===== src/verilog/incmov_pkg.sv =====
// shared widths, reset values, operation and state encodings
package incmov_pkg;
  // ==========================================
  // widths and reset values
  localparam int DATA_W = 8;
  localparam int INDEX_W = 5;
  localparam int FILE_COUNT = 32;
  localparam logic [7:0] ACC_RESET = 8'h00;
  localparam logic [7:0] FILE_RESET = 8'h00;
  localparam logic NULL_FLAG_RESET = 1'b0;
  localparam int SKIP_IDLE_CYCLES = 1;
  // target_choice encodings
  localparam logic TARGET_ACC = 1'b0;
  localparam logic TARGET_FILE = 1'b1;

  // ==========================================
  // operation select
  typedef enum logic [2:0] {
    idle_op = 3'h0,
    increment_file = 3'h1,
    increment_skip_null = 3'h2,
    or_literal_acc = 3'h3,
    or_acc_file = 3'h4,
    copy_acc_to_file = 3'h5,
    copy_file = 3'h6,
    load_literal_acc = 3'h7
  } op_t;

  // ==========================================
  // sequencing states
  typedef enum logic [1:0] {
    st_run = 2'b01,
    st_skip_slot = 2'b10
  } seq_state_t;
endpackage


===== src/verilog/incmov_alu_if.sv =====
// operands and results between the sequencer and the arithmetic unit
`timescale 1ns/100ps
interface incmov_alu_if #(
  parameter int DATA_W = 8
);
  incmov_pkg::op_t op;
  logic target_choice;
  logic [DATA_W-1:0] acc_value;
  logic [DATA_W-1:0] file_value;
  logic [DATA_W-1:0] literal_value;
  logic [DATA_W-1:0] result;
  logic write_acc;
  logic write_file;
  logic update_null;
  logic skip_request;

  modport seq (
    output op,
    output target_choice,
    output acc_value,
    output file_value,
    output literal_value,
    input result,
    input write_acc,
    input write_file,
    input update_null,
    input skip_request
  );
  modport alu (
    input op,
    input target_choice,
    input acc_value,
    input file_value,
    input literal_value,
    output result,
    output write_acc,
    output write_file,
    output update_null,
    output skip_request
  );
endinterface


===== src/verilog/incmov_alu.sv =====
// combinational result, destination and flag decisions per operation
`timescale 1ns/100ps
module incmov_alu (
  incmov_alu_if.alu bus
);
  // ==========================================
  // result and destination
  always_comb
  begin
    bus.result = bus.file_value;
    bus.write_acc = 1'b0;
    bus.write_file = 1'b0;
    bus.update_null = 1'b0;
    bus.skip_request = 1'b0;
    case (bus.op)
      incmov_pkg::increment_file:
      begin
        bus.result = bus.file_value + 8'h01;
        bus.write_acc = (bus.target_choice == incmov_pkg::TARGET_ACC);
        bus.write_file = (bus.target_choice == incmov_pkg::TARGET_FILE);
        bus.update_null = 1'b1;
      end
      incmov_pkg::increment_skip_null:
      begin
        bus.result = bus.file_value + 8'h01;
        bus.write_acc = (bus.target_choice == incmov_pkg::TARGET_ACC);
        bus.write_file = (bus.target_choice == incmov_pkg::TARGET_FILE);
        // wrap from ff to 00 is the only zero result
        bus.skip_request = (bus.file_value == 8'hff);
      end
      incmov_pkg::or_literal_acc:
      begin
        bus.result = bus.acc_value | bus.literal_value;
        bus.write_acc = 1'b1;
        bus.update_null = 1'b1;
      end
      incmov_pkg::or_acc_file:
      begin
        bus.result = bus.acc_value | bus.file_value;
        bus.write_acc = (bus.target_choice == incmov_pkg::TARGET_ACC);
        bus.write_file = (bus.target_choice == incmov_pkg::TARGET_FILE);
        bus.update_null = 1'b1;
      end
      incmov_pkg::copy_acc_to_file:
      begin
        bus.result = bus.acc_value;
        bus.write_file = 1'b1;
      end
      incmov_pkg::copy_file:
      begin
        bus.result = bus.file_value;
        bus.write_acc = (bus.target_choice == incmov_pkg::TARGET_ACC);
        bus.write_file = (bus.target_choice == incmov_pkg::TARGET_FILE);
        bus.update_null = 1'b1;
      end
      incmov_pkg::load_literal_acc:
      begin
        bus.result = bus.literal_value;
        bus.write_acc = 1'b1;
      end
      default:
      begin
        bus.result = bus.file_value;
      end
    endcase
  end
endmodule // incmov_alu


===== src/verilog/incmov_datapath.sv =====
// increment, or and move datapath with accumulator, file registers and null flag
// Function
// - increment adds one to addressed file register, stores result, updates null flag.
// - target_choice 0 writes accumulator, 1 writes back to file register.
// - increment-skip stores like increment, no flag change; zero result adds idle cycle.
// - or-literal ors accumulator with literal into accumulator, updates null flag.
// - or-file ors accumulator with file register to chosen destination, updates flag.
// - copy accumulator into addressed file register, flags untouched.
// - copy file to destination updating flag; target 1 acts as zero test.
// - load literal into accumulator, flags untouched.
`timescale 1ns/100ps
module incmov_datapath #(
  parameter int FILE_COUNT = incmov_pkg::FILE_COUNT
) (
  input wire logic clk,
  input wire logic reset_n,
  input wire logic instr_valid,
  input wire incmov_pkg::op_t op_select,
  input wire logic [4:0] register_index,
  input wire logic target_choice,
  input wire logic [7:0] literal_value,
  input wire logic [4:0] peek_index,
  output logic instr_done,
  output logic discard_next,
  output logic [7:0] acc_value,
  output logic null_result_flag,
  output logic [7:0] peek_data
);
  // ==========================================
  // elaboration check
  if (FILE_COUNT < 1 || FILE_COUNT > 32)
  begin : bad_file_count
    $error("FILE_COUNT must lie in 1..32");
  end

  // ==========================================
  // storage and state
  logic [7:0] file_ff [FILE_COUNT];
  logic [7:0] acc_ff;
  logic null_ff;
  logic done_ff;
  logic [7:0] peek_ff;
  incmov_pkg::seq_state_t state_ff;
  incmov_pkg::seq_state_t nxt_state;
  logic take;
  logic in_range;
  logic [7:0] sel_file;

  incmov_alu_if #(.DATA_W(incmov_pkg::DATA_W)) alu_bus ();

  incmov_alu u_alu (
    .bus(alu_bus)
  );

  // out-of-range indices read zero and drop writes
  assign in_range = (32'(register_index) < FILE_COUNT);
  assign sel_file = in_range ? file_ff[register_index] : 8'h00;
  // the instruction fetched behind a taken skip is swallowed here
  assign take = instr_valid && (state_ff == incmov_pkg::st_run);

  assign alu_bus.op = op_select;
  assign alu_bus.target_choice = target_choice;
  assign alu_bus.acc_value = acc_ff;
  assign alu_bus.file_value = sel_file;
  assign alu_bus.literal_value = literal_value;

  // ==========================================
  // sequencing
  always_comb
  begin
    nxt_state = incmov_pkg::st_run;
    case (state_ff)
      incmov_pkg::st_run:
      begin
        if (take && alu_bus.skip_request)
        begin
          nxt_state = incmov_pkg::st_skip_slot;
        end
      end
      incmov_pkg::st_skip_slot:
      begin
        nxt_state = incmov_pkg::st_run;
      end
      default:
      begin
        nxt_state = incmov_pkg::st_run;
      end
    endcase
  end

  always_ff @(posedge clk or negedge reset_n)
  begin
    if (!reset_n)
    begin
      state_ff <= incmov_pkg::st_run;
    end
    else
    begin
      state_ff <= nxt_state;
    end
  end

  always_ff @(posedge clk or negedge reset_n)
  begin
    if (!reset_n)
    begin
      done_ff <= 1'b0;
    end
    else
    begin
      // single-cycle completion, skip adds the idle slot
      done_ff <= take && !alu_bus.skip_request;
      if (state_ff == incmov_pkg::st_skip_slot)
      begin
        done_ff <= 1'b1;
      end
    end
  end

  // ==========================================
  // accumulator and flag
  always_ff @(posedge clk or negedge reset_n)
  begin
    if (!reset_n)
    begin
      acc_ff <= incmov_pkg::ACC_RESET;
    end
    else if (take && alu_bus.write_acc)
    begin
      acc_ff <= alu_bus.result;
    end
  end

  always_ff @(posedge clk or negedge reset_n)
  begin
    if (!reset_n)
    begin
      null_ff <= incmov_pkg::NULL_FLAG_RESET;
    end
    else if (take && alu_bus.update_null)
    begin
      null_ff <= (alu_bus.result == 8'h00);
    end
  end

  // ==========================================
  // file registers
  for (genvar i = 0; i < FILE_COUNT; i++)
  begin : g_file
    always_ff @(posedge clk or negedge reset_n)
    begin
      if (!reset_n)
      begin
        file_ff[i] <= incmov_pkg::FILE_RESET;
      end
      else if (take && alu_bus.write_file && (32'(register_index) == i))
      begin
        file_ff[i] <= alu_bus.result;
      end
    end
  end

  always_ff @(posedge clk or negedge reset_n)
  begin
    if (!reset_n)
    begin
      peek_ff <= 8'h00;
    end
    else
    begin
      peek_ff <= (32'(peek_index) < FILE_COUNT) ? file_ff[peek_index] : 8'h00;
    end
  end

  assign instr_done = done_ff;
  assign discard_next = (state_ff == incmov_pkg::st_skip_slot);
  assign acc_value = acc_ff;
  assign null_result_flag = null_ff;
  assign peek_data = peek_ff;

  // operands come in as arguments so the checks see sampled values, not post-edge ones
  function automatic logic is_op(logic t, incmov_pkg::op_t s, incmov_pkg::op_t o);
    return t && (s == o);
  endfunction
endmodule // incmov_datapath


===== config.mk =====
export PLATFORM = sky130hd
export DESIGN_NAME = incmov_datapath
export DESIGN_NICKNAME = d
export VERILOG_FILES = /design/src/verilog/incmov_pkg.sv /design/src/verilog/incmov_alu_if.sv /design/src/verilog/incmov_alu.sv /design/src/verilog/incmov_datapath.sv
export SDC_FILE = /design/constraint.sdc
export NUM_CORES = 1
export LEC_CHECK = 0
export BUFFER_PORTS_ARGS = -buffer_cell sky130_fd_sc_hd__buf_2
export CAP_MARGIN = 30
export CORE_ASPECT_RATIO = 1.2
export CORE_MARGIN = 2
export CORE_UTILIZATION = 63
export DETAILED_ROUTE_END_ITERATION = 6
export PLACE_DENSITY_LB_ADDON = 0.15
export SKIP_CTS_REPAIR_TIMING = 1
export SLEW_MARGIN = 20
export SYNTH_ARGS = -nofsm -noshare
export SYNTH_HDL_FRONTEND = slang
export SYNTH_HIERARCHICAL = 1
export SYNTH_SLANG_ARGS = --single-unit
export TNS_END_PERCENT = 100

===== constraint.sdc =====
create_clock -name clk -period 3.8 [get_ports clk]
set_input_delay 0.76 -clock clk [delete_from_list [all_inputs] [get_ports clk]]
set_output_delay 0.76 -clock clk [all_outputs]
set_load 0.02 [all_outputs]

==> out/metrics.yaml <==
global_routing:
  grt_max_degree: 94
  overflow: 0
  grt_first_pass_wirelength_um: 65800
  grt_pass1_vias: 10700
  track_usage_pct: 35.7
  antenna_found_initial: 0
logic_synthesis:
  yosys_warnings: 6
  ys.flop_type: "dfrtp_1"
  synth-edff-count: 0
  netlist_instances: 1066
  yosysTopAreaCellShare_pct: 45.9
  synth_nets: 1092
  syn-cell-area_um2: 15000
  async_flop_share_pct: 100
  ys_seq_area_share_pct: 46.1
  synth.ff_latch_count: 276
  synth_cell_types: 63
  syn_area_per_cell_um2: 14.1
  synth.top_cells.by_area: "dfrtp_1, mux2_2, mux4_2, o22ai_1, buf_2"
  synth.largest_area_cell: "dfrtp_1"
hold_path:
  hold_class: "primary input to asynchronous set/reset pin"
status:
  outcome: "completed"
drt:
  drc: 0
  routedWlPerCell_um: 28.8
  vias: 10400
  first_pass_iters: 5
  avgViaCountPerCell: 7.01
  drt-initial-drc-count: 964
  drt-total-wl_um: 42600
  ant_nets: 0
sta:
  timing.setup.tns_ns: 0
  setup-violations-final: 0
  timing.fmax_ghz: 0.281
  finalCritPeriodShare_pct: 93.6
  max_slew_margin_pct: 34.8
  period_minus_slack_ns: 3.56
  hold_viol_final: 0
  clock_skew_ns: 0.0143
  rsz0062_at_grt: "false"
  drv_slew: 0
  tightestPinTransition_ns: 0.968
finish:
  nets: 1168
  n_antenna_cell: 0
  multi_input_area_um2: 7730
  fillerInstances: 1525
  fin_cells: 1479
  regArea_um2: 6910
  design_area_um2: 17100
  drive_gt1_share_pct: 50.8
  areaGrowthSynthToFinish_pct: 13.9
placement:
  dp_hpwl_um: 29600
  portBuffers: 43
  dp.cells: 1426
  gp_congestion: 0.985
  placedInstanceArea_um2: 16200
floorplanning:
  die_w_um: 145
  die_h_um: 173
  pin_count: 44
  start_util_pct: 64.4
  core_um2: 23300
  design.die.area_um2: 25100
  rows: 61
worst_setup_path:
  crit_family: "compound AO/OA/AOI/OAI gates"
  cp-start-kind: "primary input"
  max_stage_delay_ns: 0.41
  reg2reg_slack_ns: 0.55
  worst_path_max_delay_cell: "o22ai_1"
  cp_max_fo: 6
  critPathBufInv: 3
  crit_chain: "buf_4 > buf_12 > nor2b_1 > buf_4 > a22oi_1 > o22ai_1 > o22ai_1 > nor3_1 > ha_1 > nand3_1 > a221oi_1 > o21ai_2 > nor4_1 > nand2_1 > o21ai_0"
  arrival_ns: 4.02
  setup.worst_path.class: "primary input to flop"
  endpoint_kind: "flop"
  crit_required_ns: 4.27
run:
  cap_viol_max_count: 0
clock_tree:
  root_buffer: "clkbuf_16"
  clock_path_buffers: 3
  cts_made_buffers: 29
  htreeDepth: 1
  tritoncts: "built"
  cts.sinks: 276
  worstSkewPairLatency_ns: 0.55
  clk_pin_slew_worst_paths_ns: 0.06
pwr:
  ir_worst_vdd_mv: 0.415
  power.total_w: 0.00831
  p_leak_nw: 7.71
  power_density_nw_per_um2: 487
-- cells in the mapped netlist, drive strengths merged (6+ instances only) --
cell    number
nand3       10
mux4       116
a21oi       13
nor4        17
mux2       275
nor3         9
nand2       38
o22ai       62
a211oi       6
nor2        29
o21ai       16
dfrtp      275
nor2b       18
a22oi        9
inv         10
clkbuf      38
mux2i        8
buf         46
-- power breakdown --
group	internal, W	switching, W
registers	0.00337	0.000356
logic	0.000959	0.000883
clock network	0.00157	0.00118
total	0.00590	0.00241
-- per-layer routing --
layer	share of wire (%)	GRT usage, %	vias to the layer above
met4	6.0	18.1	0
li1	-	-	4313
met2	49	56.5	543
met3	8.0	7.84	152
met1	37	46.6	5360
met5	0	0	-
-- through the flow --
step | util (%) | hold WS (ns) | setup slack (ns)
after detailed placement | 69.5 | 0.503 | -0.312
after floorplan | - | 0.464 | 0.118
after global routing | 73.4 | 0.270 | 0.0348
after global placement | 69.5 | 0.466 | -0.224
final | 73.4 | 0.212 | 0.242
after CTS | 73.4 | 0.240 | 0.258
-- sequential cells by signal (all words and copies together), names as in the netlist --
| signal | count |
|---|---|
| null_result_flag | 1 |
| peek_data | 8 |
| acc_value | 8 |
| instr_done | 1 |
| file_ff | 256 |
| state_ff | 2 |
-- worst paths after layout --
kind / start / end / depth (start not counted)
min: reset_n / file_ff[217] / 1
min in group clk: file_ff[217] / file_ff[217] / 1
max in group asynchronous: reset_n / file_ff[24] / 2
max reg2reg: file_ff[33] / null_result_flag / 11
min reg2reg: file_ff[217] / file_ff[217] / 1
max: register_index[0] / null_result_flag / 15
-- area by class of cell --
cell class | instances | area share, %
sequential | 276 | 40.4
clock buffer | 43 | 4.85
tap | 315 | 2.31
inverter | 10 | 0.220
clock inverter | 10 | 0.461
timing repair buffer | 129 | 6.53
multi-input combinational | 696 | 45.2
-- layout by cell type (no fill, tap or decap), drive strengths merged, types with 5 or more instances in the layout --
cell type	n
mux2	275
o21ai	16
nor2b	18
clkbuf	43
mux4	116
o22ai	62
a22oi	9
nor2	29
dfrtp	275
buf	129
a211oi	6
nor4	17
nand4	5
nand3	10
mux2i	8
nand2	38
nand2b	5
clkinv	8
inv	11
nor3	9
a21oi	13
-- worst reg2reg max path, delay by kind of cell, from the launching register on --
kind | cells | cell delay (ns)
AOI/OAI and AO/OA | 5 | 1.19
adders and majority gates | 1 | 0.31
DFF | 1 | 0.40
muxes | 1 | 0.47
and+or+nand+nor | 4 | 0.81
-- cell families (layout without fill, tap and decap cells) --
logic type | Yosys count | count (layout) | share of synthesized area, %
mux | 399 | 399 | 38.6
flops | 276 | 276 | 46.1
simple gates | 154 | 154 | 6.06
compound gates | 138 | 138 | 6.08
buf+inv | 94 | 192 | 2.89
xor+xnor | 4 | 4 | 0.234
fa+ha+maj | 1 | 1 | 0.0834
No activity file was read; power rests on OpenSTA's default activity.
